<file path="src/logic/paof_pkg.sv">
/*
 Constants for the port A alternate function override block: pin
 positions of each alternate function and reset values.
 Assumes one synchronous clock domain; no register bus.
*/
// Operation
// - SPI slave forces bit 6 input
// - Slave SPI active only while select low
// - Bit 6 pull-up follows its output bit
// - SPI slave forces clock bit 5 input
// - SPI slave forces MOSI bit 4 input
// - SPI master forces MISO bit 2 input
// - Forced bit 2 pull-up follows output bit
// - Timer compare reaches bit 2 only if output
// - Three-wire data output replaces bit 2 value
// - Bit 2 pull-up kept under three-wire output
// - UART transmitter forces bit 1 output
// - LIN controller forces bit 1 output
// - Bit 1 input with output one pulls up
// - Reference output disables bit 7 driver, pull-up
// - External reference disables bit 7 driver, pull-up
// - Each pin feeds its pin-change source
// - Bit 3 feeds external interrupt source one
// - Pull-up override enable selects override value
// - Port and global pull-up disables ORed
// - UART/LIN receive forces bit 0 input
package paof_pkg;
	localparam int PAOF_WIDTH = 8;
	localparam int PAOF_BIT_RX = 0;
	localparam int PAOF_BIT_TX = 1;
	localparam int PAOF_BIT_MISO = 2;
	localparam int PAOF_BIT_EXT_IRQ = 3;
	localparam int PAOF_BIT_MOSI = 4;
	localparam int PAOF_BIT_SCK = 5;
	localparam int PAOF_BIT_SEL = 6;
	localparam int PAOF_BIT_REF = 7;
	localparam logic [7:0] PAOF_RESET_PINS = 8'h00;
	localparam logic PAOF_RESET_BIT = 1'b0;
endpackage

</file>
<file path="src/logic/paof_pin_cell.sv">
/*
 One pin cell: merges ordinary direction, value and pull-up with the
 override signals of the alternate functions.
 Assumes override signals are already combined per pin by the caller.
*/
`timescale 1ns/1ps
`default_nettype none
module paof_pin_cell
	import paof_pkg::*;
(
	input wire logic dir_i,
	input wire logic outval_i,
	input wire logic pud_i,
	input wire logic pullup_override_en_i,
	input wire logic pullup_override_val_i,
	input wire logic ddoe_i,
	input wire logic ddov_i,
	input wire logic pvoe_i,
	input wire logic pvov_i,
	output logic drive_en_o,
	output logic drive_val_o,
	output logic pullup_o
);
	wire logic dir_eff;
	wire logic normal_pu;
	assign dir_eff = ddoe_i ? ddov_i : dir_i;
	assign drive_en_o = dir_eff;
	assign drive_val_o = pvoe_i ? pvov_i : outval_i;
	assign normal_pu = ~dir_i & outval_i & ~pud_i;
	assign pullup_o = pullup_override_en_i ? pullup_override_val_i : normal_pu;
endmodule
`default_nettype wire

</file>
<file path="src/logic/paof_port_a.sv">
/*
 Port A alternate function override: builds per-pin override signals
 from peripheral enables and drives direction, value and pull-up.
 Assumes peripherals supply their own enable and output levels,
 synchronous to clk_sys_i; the pad resolves the wire from drive_en.
*/
`timescale 1ns/1ps
`default_nettype none
module paof_port_a
	import paof_pkg::*;
(
	input wire logic clk_sys_i,
	input wire logic rst_i,
	input wire logic [7:0] dir_bits_i,
	input wire logic [7:0] outval_bits_i,
	input wire logic global_pullup_disable_i,
	input wire logic portwise_pullup_disable_i,
	input wire logic [7:0] pad_in_i,
	input wire logic spi_enable_i,
	input wire logic spi_master_i,
	input wire logic spi_sck_out_i,
	input wire logic spi_mosi_out_i,
	input wire logic spi_miso_out_i,
	input wire logic three_wire_do_en_i,
	input wire logic three_wire_do_i,
	input wire logic timer0_compare_out_a_en_i,
	input wire logic timer0_compare_out_a_i,
	input wire logic uart_tx_enable_i,
	input wire logic uart_tx_data_i,
	input wire logic uart_rx_enable_i,
	input wire logic lin_enable_i,
	input wire logic lin_transmit_i,
	input wire logic ref_out_en_i,
	input wire logic adc_ref_internal_i,
	input wire logic external_ref_in_use_i,
	output logic [7:0] pad_out_o,
	output logic [7:0] pad_oe_o,
	output logic [7:0] pullup_en_o,
	output logic [7:0] pin_level_o,
	output logic [7:0] pin_change_src_o,
	output logic ext_irq_src_1_o,
	output logic spi_slave_active_o,
	output logic internal_ref_output_o
);
	wire logic global_pullup_disable;
	wire logic spi_slave;
	wire logic spi_mst;
	wire logic tx_force;
	wire logic rx_force;
	wire logic ref_out;
	wire logic ref_block;
	wire logic [7:0] pullup_override_en;
	wire logic [7:0] pullup_override_val;
	wire logic [7:0] ddoe;
	wire logic [7:0] ddov;
	wire logic [7:0] pvoe;
	wire logic [7:0] pvov;
	wire logic [7:0] cell_en;
	wire logic [7:0] cell_val;
	wire logic [7:0] cell_pu;
	wire logic [7:0] next_oe;
	wire logic [7:0] next_pu;
	wire logic [7:0] sync_lvl;
	logic [7:0] pad_out;
	logic [7:0] pad_oe;
	logic [7:0] pullup_en;

	assign global_pullup_disable = global_pullup_disable_i | portwise_pullup_disable_i;
	assign spi_slave = spi_enable_i & ~spi_master_i;
	assign spi_mst = spi_enable_i & spi_master_i;
	assign tx_force = uart_tx_enable_i | lin_enable_i;
	assign rx_force = uart_rx_enable_i | lin_enable_i;
	// Reference only leaves the pin for the two internal voltages
	assign ref_out = ref_out_en_i & adc_ref_internal_i;
	assign ref_block = ref_out | external_ref_in_use_i;

	// Bit 0: receive forces input; pull-up stays with output bit
	assign ddoe[PAOF_BIT_RX] = rx_force;
	assign ddov[PAOF_BIT_RX] = 1'b0;
	assign pullup_override_en[PAOF_BIT_RX] = rx_force;
	assign pullup_override_val[PAOF_BIT_RX] = outval_bits_i[PAOF_BIT_RX] & ~global_pullup_disable;
	assign pvoe[PAOF_BIT_RX] = 1'b0;
	assign pvov[PAOF_BIT_RX] = 1'b0;

	// Bit 1: transmit forces output, pull-up off while driving
	assign ddoe[PAOF_BIT_TX] = tx_force;
	assign ddov[PAOF_BIT_TX] = 1'b1;
	assign pvoe[PAOF_BIT_TX] = tx_force;
	assign pvov[PAOF_BIT_TX] = lin_enable_i ? lin_transmit_i : uart_tx_data_i;
	assign pullup_override_en[PAOF_BIT_TX] = tx_force;
	assign pullup_override_val[PAOF_BIT_TX] = 1'b0;

	// Bit 2: SPI master forces input; value: SPI slave wins, then three-wire output, then timer
	assign ddoe[PAOF_BIT_MISO] = spi_mst;
	assign ddov[PAOF_BIT_MISO] = 1'b0;
	assign pullup_override_en[PAOF_BIT_MISO] = spi_mst;
	assign pullup_override_val[PAOF_BIT_MISO] = outval_bits_i[PAOF_BIT_MISO] & ~global_pullup_disable;
	// Value overrides leave direction alone; normal pull-up term holds
	assign pvoe[PAOF_BIT_MISO] = spi_slave | three_wire_do_en_i
		| timer0_compare_out_a_en_i;
	assign pvov[PAOF_BIT_MISO] = spi_slave ? spi_miso_out_i
		: (three_wire_do_en_i ? three_wire_do_i : timer0_compare_out_a_i);

	// Bit 3: plain port; feeds external interrupt
	assign ddoe[PAOF_BIT_EXT_IRQ] = 1'b0;
	assign ddov[PAOF_BIT_EXT_IRQ] = 1'b0;
	assign pullup_override_en[PAOF_BIT_EXT_IRQ] = 1'b0;
	assign pullup_override_val[PAOF_BIT_EXT_IRQ] = 1'b0;
	assign pvoe[PAOF_BIT_EXT_IRQ] = 1'b0;
	assign pvov[PAOF_BIT_EXT_IRQ] = 1'b0;

	// Bit 4: slave forces input; master drives MOSI if dir set
	// Three-wire data input overrides nothing, software owns dir
	assign ddoe[PAOF_BIT_MOSI] = spi_slave;
	assign ddov[PAOF_BIT_MOSI] = 1'b0;
	assign pullup_override_en[PAOF_BIT_MOSI] = spi_slave;
	assign pullup_override_val[PAOF_BIT_MOSI] = outval_bits_i[PAOF_BIT_MOSI] & ~global_pullup_disable;
	assign pvoe[PAOF_BIT_MOSI] = spi_mst;
	assign pvov[PAOF_BIT_MOSI] = spi_mosi_out_i;

	// Bit 5: slave forces input; master drives clock if dir set
	assign ddoe[PAOF_BIT_SCK] = spi_slave;
	assign ddov[PAOF_BIT_SCK] = 1'b0;
	assign pullup_override_en[PAOF_BIT_SCK] = spi_slave;
	assign pullup_override_val[PAOF_BIT_SCK] = outval_bits_i[PAOF_BIT_SCK] & ~global_pullup_disable;
	assign pvoe[PAOF_BIT_SCK] = spi_mst;
	assign pvov[PAOF_BIT_SCK] = spi_sck_out_i;

	// Bit 6: slave select, forced input in slave mode
	assign ddoe[PAOF_BIT_SEL] = spi_slave;
	assign ddov[PAOF_BIT_SEL] = 1'b0;
	assign pullup_override_en[PAOF_BIT_SEL] = spi_slave;
	assign pullup_override_val[PAOF_BIT_SEL] = outval_bits_i[PAOF_BIT_SEL] & ~global_pullup_disable;
	assign pvoe[PAOF_BIT_SEL] = 1'b0;
	assign pvov[PAOF_BIT_SEL] = 1'b0;

	// Bit 7: reference use kills driver and pull-up
	assign ddoe[PAOF_BIT_REF] = ref_block;
	assign ddov[PAOF_BIT_REF] = 1'b0;
	assign pullup_override_en[PAOF_BIT_REF] = ref_block;
	assign pullup_override_val[PAOF_BIT_REF] = 1'b0;
	assign pvoe[PAOF_BIT_REF] = 1'b0;
	assign pvov[PAOF_BIT_REF] = 1'b0;

	genvar gi;
	generate
		for (gi = 0; gi < PAOF_WIDTH; gi++)
		begin : g_cell
			paof_pin_cell u_cell (
				.dir_i(dir_bits_i[gi]),
				.outval_i(outval_bits_i[gi]),
				.pud_i(global_pullup_disable),
				.pullup_override_en_i(pullup_override_en[gi]),
				.pullup_override_val_i(pullup_override_val[gi]),
				.ddoe_i(ddoe[gi]),
				.ddov_i(ddov[gi]),
				.pvoe_i(pvoe[gi]),
				.pvov_i(pvov[gi]),
				.drive_en_o(cell_en[gi]),
				.drive_val_o(cell_val[gi]),
				.pullup_o(cell_pu[gi])
			);
		end
	endgenerate

	// A driven pin never pulls up at the same time
	assign next_oe = cell_en;
	assign next_pu = cell_pu & ~cell_en;

	// Registered pad controls cost one cycle but keep pads glitch-free
	always_ff @(posedge clk_sys_i)
	begin
		if (rst_i)
		begin
			pad_out <= PAOF_RESET_PINS;
			pad_oe <= PAOF_RESET_PINS;
			pullup_en <= PAOF_RESET_PINS;
		end
		else
		begin
			pad_out <= cell_val;
			pad_oe <= next_oe;
			pullup_en <= next_pu;
		end
	end

	paof_sync u_sync (
		.clk_sys_i(clk_sys_i),
		.rst_i(rst_i),
		.pad_i(pad_in_i),
		.sync_o(sync_lvl)
	);

	logic slave_active;
	logic ref_flag;
	always_ff @(posedge clk_sys_i)
	begin
		if (rst_i)
		begin
			slave_active <= PAOF_RESET_BIT;
			ref_flag <= PAOF_RESET_BIT;
		end
		else
		begin
			slave_active <= spi_slave & ~sync_lvl[PAOF_BIT_SEL];
			ref_flag <= ref_out;
		end
	end

	assign pad_out_o = pad_out;
	assign pad_oe_o = pad_oe;
	assign pullup_en_o = pullup_en;
	assign pin_level_o = sync_lvl;
	assign pin_change_src_o = sync_lvl;
	assign ext_irq_src_1_o = sync_lvl[PAOF_BIT_EXT_IRQ];
	assign spi_slave_active_o = slave_active;
	assign internal_ref_output_o = ref_flag;
endmodule
`default_nettype wire

</file>
<file path="src/logic/paof_sync.sv">
/*
 Two-flop synchroniser for the pin levels read back by the port.
 Assumes pad inputs are asynchronous to clk_sys_i.
*/
`timescale 1ns/1ps
`default_nettype none
module paof_sync
	import paof_pkg::*;
(
	input wire logic clk_sys_i,
	input wire logic rst_i,
	input wire logic [7:0] pad_i,
	output logic [7:0] sync_o
);
	logic [7:0] stage1;
	always_ff @(posedge clk_sys_i)
	begin
		if (rst_i)
		begin
			stage1 <= PAOF_RESET_PINS;
			sync_o <= PAOF_RESET_PINS;
		end
		else
		begin
			stage1 <= pad_i;
			sync_o <= stage1;
		end
	end
endmodule
`default_nettype wire

</file>
<file path="config.mk">
export PLATFORM = sky130hd
export DESIGN_NAME = paof_port_a
export DESIGN_NICKNAME = d
export VERILOG_FILES = /design/src/logic/paof_pkg.sv /design/src/logic/paof_pin_cell.sv /design/src/logic/paof_port_a.sv /design/src/logic/paof_sync.sv
export SDC_FILE = /design/constraint.sdc
export NUM_CORES = 1
export LEC_CHECK = 0
export ABC_AREA = 1
export ABC_CLOCK_PERIOD_IN_PS = 900
export BUFFER_PORTS_ARGS = -buffer_cell sky130_fd_sc_hd__buf_2
export CAP_MARGIN = 0
export CORE_MARGIN = 2
export CORE_UTILIZATION = 42
export CTS_CLUSTER_SIZE = 40
export DETAILED_ROUTE_END_ITERATION = 8
export PLACE_DENSITY_LB_ADDON = 0.1
export SLEW_MARGIN = 20
export SYNTH_ARGS = -nofsm -noshare
export SYNTH_HDL_FRONTEND = slang
export SYNTH_SLANG_ARGS = --single-unit
</file>
<file path="constraint.sdc">
create_clock -name clk_sys_i -period 0.9 [get_ports clk_sys_i]
set_clock_uncertainty 0.05 [all_clocks]
set_input_delay 0.18 -clock clk_sys_i [delete_from_list [all_inputs] [get_ports clk_sys_i]]
set_output_delay 0.18 -clock clk_sys_i [all_outputs]
set_load 0.02 [all_outputs]
</file>
==> results.md, run 1 <==
- Max-Cap Viols: 0
- Slew margin rel.: about 88%
- Clock slew at reported path FFs: 0.12 ns
- Slowest cell delay on critical path: 0.38 ns
- CTS max path bufs: 2
- Total Routing Usage GR: 18.6%
- Synth Area per Inst: about 8.6 um^2
- Sequential element share of the synthesized area: 58.1%
- Gr busiest metal: met2
- Die area: 3930 um^2
- ANT cells: 0
- Flop2flop setup slack: 0.11 ns
- Lkg Pwr: 1.26 nW
- Drt first pass iters: 4
- Final Cell Area: ~2400 um^2
- Largest fanout on the critical path: 3
- FF/Latch Area: approximately 890 um^2
- Initial Util: a little over two fifths
- Finished Layout Cells: 315
- Synthesized flop and latch total: 42
- Post-Route WL: 3390 um
- Mapped Cells: 168
- Port-buffer cells: 87
- Largest area contributor in the netlist: dfxtp_1
- Final ANT Viol Nets: 0
- Synthesis-to-layout area growth: 66.6%
- Global-route wire length before repair: 5660 um
- Final #Nets: 313
- Post-synth EDFFs: 0
- Worst setup EP type: output port
- Die Y: 62.7 um
- Fmax: just over 900 MHz
- Worst Setup Start Kind: flop
- GR Util met3: 7.75%
- GP Congestion: around 0.74
- Io pins: approximately 90
- Remaining DRCs: 0
- Core area: ~3300 um^2
- Synth Flop Type: dfxtp_1
- Met2 Use GR: 32.5%
- Synth Net Count: 213
- GR Overflow Total: 0
- Most common cell in the netlist: dfxtp_1
- Initial antenna violation count: 0
- Netlist Area Pre-Place: 1450 um^2
- Failing checks: negative setup slack
- Pwr dens: 1470 nW/um^2
- Die X-Extent: ~63 um
- Largest cells by area after synthesis: dfxtp_1 58%, inv_1 9.1%, nor2_1 9.1%, nand2_1 5.2%, buf_4 4.7%
- Dpl cells: 289
- 1st-iter DRT viols: 53
- Final hold violations: 0
- Yosys top cell area share: approximately three fifths
- Hold WC Path Type: input port to flop
- Commonest cells in the netlist: 42 x dfxtp_1, 35 x inv_1, 35 x nor2_1
- TritonCTS clock tree: done
- Hpwl dp: 2090 um
- Min cycle time layout: 1.07 ns
- Arr. time, crit path: 0.84 ns
- Post-DP Area: ~1900 um^2
- Setup violators final: 43
- Clock Tree Root: clkbuf_4
- Num CTS Buffers: 5
- Critical-path cell list: buf_6
- Setup CP Type: flop to output port
- Met1 Resource Use GR: between 10% and 20%
- Via count: about 1300
- CP required: 0.67 ns
- Yosys cell types: 19
- Max-slew violations: 0
- H-tree levels: 2
- Routed wire per std cell: 10.8 um
- Measured slew at the worst slew-check pin: 0.179 ns
- Clk sinks: 42
- WP buf/inv: 1
- Power after layout: 3.55 mW
- RSZ-0062 raised after global routing: true
- Hold Slack: around 0.016 ns
- FFs w/ async S/R, synth: 0%
- Site Rows: 21
- Crit path max-delay family: flip-flops
- Vias in the first global route: 1324
- Clk Latency, worst-skew pair: 0.33 ns
- Final worst slack: -0.171 ns
- Ys Warns: 0
- Period utilisation layout: 119%
- Crit-path slowest cell: dfxtp_4
- Multi-input logic area: 362 um^2
- Status: finished with violations
- Via density: ~4.2
- Share of cells above drive strength 1: 52.0%
- Fillers: 275
- VDD IR max: 1.13 mV
- Largest net degree at the start of global routing: 25
## state kept, by name (all words and copies together), names as in the netlist
name,cells
u_sync.sync_o,8
pad_oe_o,8
spi_slave_active_o,1
pad_out_o,8
u_sync.stage1,8
internal_ref_output_o,1
pullup_en_o,8
## report_power, final
group	internal, mW	leakage [nW]	switching [mW]
logic	0.326	0.864	0.296
registers	1.95	0.360	0.0416
clock network	0.379	0.0353	0.556
total	2.66	1.26	0.893
## cell usage in the layout, fill, tap and decap left out, types with 2 or more instances in the layout
cell type	netlist	layout
inv_1	35	35
a21oi_1	2	2
dfxtp_2	0	32
dlygate4sd3_1	0	17
nand3_1	5	5
nor2_1	35	35
nand3_2	3	3
nor3_1	3	3
clkbuf_4	0	5
dfxtp_4	0	2
o21ai_0	2	2
buf_6	1	43
dfxtp_1	42	8
buf_2	2	44
nand2_1	20	20
a21oi_2	3	3
## routing by layer
metal	vias to the layer above	wire length (um)
met1	577	1240
met3	8	315
li1	679	-
met5	-	0
met2	59	1750
met4	0	85
## metrics by stage
stage | util (%) | setup slack, ns | TNS [ns]
after CTS | 71.6 | -0.182 | -6.38
after detailed placement | 56.1 | 0.0437 | 0
final | 72.8 | -0.171 | -5.52
after global placement | 56.1 | 0.0524 | 0
after global routing | 72.8 | -0.228 | -7.97
after floorplan | - | 0.0525 | 0
## final timing paths
kind / start / end / cells after the start
hold / removal: adc_ref_internal_i / internal_ref_output_o / 3
setup / recovery: u_sync.sync_o[6] / pin_change_src_o[6] / 1
hold reg to reg: u_sync.stage1[2] / u_sync.sync_o[2] / 2
setup reg to reg: u_sync.sync_o[6] / spi_slave_active_o / 2
## cells by family after synthesis
group / count (synthesis) / share of synthesized area (%)
AND/OR/NAND/NOR: 68 / 21.3
flip-flops: 42 / 58.1
buffers and inverters: 50 / 16.9
AO/OA/AOI/OAI: 8 / 3.72
## timing repair
action / in CTS / in global routing
gates cloned: 0 / 0
hold endpoints to repair: 16 / 2
gates resized for setup: 116 / 6
hold buffers: 15 / 2
setup buffers: 1 / 0
endpoints found under the setup margin: 43 / 43
## worst min-delay path, cell delays in order
cell and delay, ns:
buf_2 0.09, inv_1 0.06, nor3_1 0.05
## final cells by class
class	count	area share, %
Multi-Input combinational cell	76	15.0
Timing Repair Buffer	106	37.4
Clock buffer	7	2.28
Clock inverter	1	0.208
Sequential cell	42	36.8
Tap cell	46	2.39
Inverter	37	5.86
Note: power is estimated with default switching activity, not from simulation.
==> inputs of run 2 (changes only) <==
--- a/config.mk
+++ b/config.mk
@@ -10,11 +10,12 @@
 export BUFFER_PORTS_ARGS = -buffer_cell sky130_fd_sc_hd__buf_2
 export CAP_MARGIN = 0
 export CORE_MARGIN = 2
-export CORE_UTILIZATION = 42
+export CORE_UTILIZATION = 45
 export CTS_CLUSTER_SIZE = 40
 export DETAILED_ROUTE_END_ITERATION = 8
 export PLACE_DENSITY_LB_ADDON = 0.1
 export SLEW_MARGIN = 20
 export SYNTH_ARGS = -nofsm -noshare
 export SYNTH_HDL_FRONTEND = slang
+export SYNTH_HIERARCHICAL = 1
 export SYNTH_SLANG_ARGS = --single-unit
==> run 2 against run 1 <==
Net effect: global-route usage shrank 1.5 points; hold slack gained 0.019 ns; worst setup slack improved by 0.070 ns; sequential share of layout area down 5.2 points; critical endpoint is now ext_irq_src_1_o; first-iteration DRC count increased by 3.8%; area after synthesis is 25% higher; critical path depth stayed put; wire length increased by 5.8%; the flow still finishes with violations (negative setup slack); register-to-register slack improved by 0.15 ns; final area is 16% higher; combinational power increased by 23%.
==> results.md, run 2 <==
- Final hold violations: 0 (unchanged)
- Share of cells above drive strength 1: 40.2% (-12 points)
- Simple-Gate Fraction of Synth Area: 27.8% (+6.5 points)
- Commonest cells in the netlist: 62 x inv_1, 56 x nand2_1, 54 x nor2_1
- Drt first pass iters: 4 (unchanged)
- Post-Route WL: 3590 um (+5.8%)
- Post-Place Worst Slack: -0.219 ns (-0.263 ns)
- Mux cell area share after synthesis: 0% (unchanged)
- Worst setup EP type: output port
- Mapped Cells: 263 (+57%)
- Compound-Gate Fraction of Synth Area: 5.12% (+1.4 points)
- Final #Nets: 422 (+35%)
- Site Rows: 23 (+9.5%)
- Clock slew at reported path FFs: 0.08 ns (-0.04 ns)
- Io pins: 88 (unchanged)
- Remaining DRCs: 0 (unchanged)
- WP buf/inv: 1 (unchanged)
- Clock Tree Root: clkbuf_8
- Final worst slack: -0.101 ns (+0.0705 ns)
- Switching share of power: 25.2% (about the same)
- Period utilisation layout: 111% (-7.8 points)
- Seq pwr share: 47.7% (-8.4 points)
- ANT cells: 0 (unchanged)
- Crit path max-delay family: flip-flops
- CTS max path bufs: 2 (unchanged)
- Final Cell Area: 2800 um^2 (+16%)
- RSZ-0062 raised after global routing: true
- Commonest non-fill, non-tap cell in the layout: inv_1
- Max-slew violations: 0 (unchanged)
- Lkg Pwr: 1.58 nW (+26%)
- Most frequent cells in the layout: 61 x inv_1, 56 x nand2_1, 53 x nor2_1
- Slowest cell delay on critical path: 0.36 ns (-0.02 ns)
- Flop2flop setup slack: 0.26 ns (+0.15 ns)
- Num CTS Buffers: 5 (unchanged)
- Crit-path slowest cell: dfxtp_4
- Most common cell in the netlist: inv_1
- GP Congestion: 0.733 (-1.4%)
- Die Y: 67.4 um (+7.5%)
- Initial Util: 45.9% (+2.1 points)
- Synthesis-to-layout area growth: 54.9%
- Netlist Area Pre-Place: 1810 um^2 (+25%)
- Die area: 4540 um^2 (+15%)
- Via count: 1728 (+31%)
- Ys Warns: 6 (+6)
- Clk Latency, worst-skew pair: 0.29 ns (-0.04 ns)
- Via density: 4.04 (-3.9%)
- Initial antenna violation count: 0 (unchanged)
- Post-synth EDFFs: 0 (unchanged)
- Largest area contributor in the netlist: dfxtp_1
- Hpwl dp: 2650 um (+27%)
- Clk sinks: 42 (unchanged)
- Yosys top cell area share: 46.5% (-12 points)
- Setup CP Type: flop to output port
- Comb pwr share: 18.2% (+0.7 points)
- Failing checks: negative setup slack
- Final ANT Viol Nets: 0 (unchanged)
- Largest fanout on the critical path: 3 (unchanged)
- Total Routing Usage GR: 17.2% (-1.5 points)
- Die X-Extent: 67.4 um (+7.5%)
- Vias in the first global route: 1500 (+13%)
- Yosys cell types: 18 (-1)
- Post-synthesis xor/xnor area fraction: 0% (unchanged)
- Critical-path cell list: buf_6
- Fillers: 334 (+21%)
- GR Overflow Total: 0 (unchanged)
- Largest family of logic cells by synthesized area: simple AND/OR/NAND/NOR gates
- Worst Setup Start Kind: flop
- Max-Cap Viols: 0 (unchanged)
- Sw Pwr: 1.06 mW (+19%)
- TritonCTS clock tree: done
- Min cycle time layout: 1.00 ns (-0.0705 ns)
- Clk pwr share: 34.1% (+7.8 points)
- H-tree levels: 2 (unchanged)
- Internal Power: 3.16 mW (+19%)
- Synthesized flop and latch total: 42 (unchanged)
- Hold WC Path Type: input port to flop
- Largest cells by area after synthesis: dfxtp_1 47%, inv_1 13%, nand2_1 12%, nor2_1 11%, buf_4 3.7%
- Largest net degree at the start of global routing: 23 (-8.0%)
- Synth Area per Inst: 6.87 um^2 (-20%)
- Fmax: 999 MHz (+7.0%)
- Status: finished with violations
- Arr. time, crit path: 0.77 ns (-0.07 ns)
- Global-route wire length before repair: 5860 um (+3.5%)
- Routed wire per std cell: 8.39 um (-22%)
- Post-DP Area: 2370 um^2 (+27%)
- FFs w/ async S/R, synth: 0% (unchanged)
- Postcts setup bufs: 0 (-1)
- Pwr dens: 1510 nW/um^2 (+2.3%)
- CP required: 0.67 ns (about the same)
- Adder-Cell Fraction of Synth Area: 0% (unchanged)
- Sequential element share of the synthesized area: 46.5% (-12 points)
- 1st-iter DRT viols: 55 (+3.8%)
- Synth Flop Type: dfxtp_1
- Core area: 3940 um^2 (+19%)
- Setup violators final: 43 (unchanged)
- VDD IR max: 1.05 mV (-7.0%)
- Final Util: 71.0% (-1.8 points)
- Port-buffer cells: 87 (unchanged)
[run 2: cell types whose count changed after synthesis, sizes merged]
| cell | before | now |
|---|---|---|
| nand3 | 8 | 1 |
| buf | 13 | 15 |
| o21ai | 2 | 17 |
| conb | 0 | 2 |
| or2 | 0 | 3 |
| a21oi | 5 | 0 |
| inv | 37 | 62 |
| nand2 | 20 | 56 |
| nor2 | 37 | 62 |
| nor3 | 3 | 2 |
[run 2: cells by family after synthesis]
group,after synthesis
other,2
AOI/OAI and AO/OA,18
DFF,42
buffers and inverters,77
and+or+nand+nor,124
[run 2: per-layer routing]
metal	routed length [um]	global-route usage [%]	part of all wire (%)	vias to the layer above
li1	-	-	-	933
met1	1420	17.9	40	733
met2	1870	31.9	52	55
met3	237	5.50	6.6	7
met4	60	6.12	1.7	0
met5	0	0	0	-
[run 2: power by group through the flow]
stage	Combinational, mW	Sequential [mW]	Clock, mW
6_report	0.767	2.01	1.44
5_1_grt	0.866	2.02	1.54
4_1_cts	0.754	2.01	1.49
3_5_place_dp	0.656	2.02	0
3_3_place_gp	0.648	2.02	0
2_1_floorplan	0.327	2.12	0
[run 2: final cells by class]
class | count | area, um^2 | area share [%]
clock inverters | 3 | 40.0 | 1.43
multi-input cells | 169 | 706 | 25.2
repair buffers | 97 | 805 | 28.7
flip-flops and latches | 42 | 886 | 31.6
clock buffers | 5 | 68.8 | 2.46
well taps | 50 | 62.6 | 2.23
inverters | 62 | 233 | 8.31
[run 2: worst paths after layout]
kind         cells past startpoint             start            endpoint
max                              1  u_sync/sync_o[3]     ext_irq_src_1_o
min                              3       pad_in_i[7]    u_sync/stage1[7]
max reg2reg                      1  u_sync/sync_o[6]  spi_slave_active_o
min reg2reg                      2  u_sync/stage1[1]    u_sync/sync_o[1]
[run 2: timing repair]
action                     in CTS  in global routing
pin swaps                       0                  5
gates cloned                    0                  0
setup endpoints to repair      43                 47
resized for setup             110                 14
hold buffers                    0                  0
[run 2: stage by stage]
| stage | TNS [ns] | total power [mW] | std cells | hold WS [ns] |
|---|---|---|---|---|
| after global placement | -2.14 | 2.67 | 420 | 0.330 |
| after detailed placement | -2.38 | 2.68 | 420 | 0.337 |
| after CTS | -3.51 | 4.25 | 428 | 0.0242 |
| after floorplan | -0.249 | 2.44 | 288 | 0.237 |
| final | -3.04 | 4.22 | 428 | 0.0355 |
| after global routing | -4.16 | 4.43 | 428 | 0.0367 |
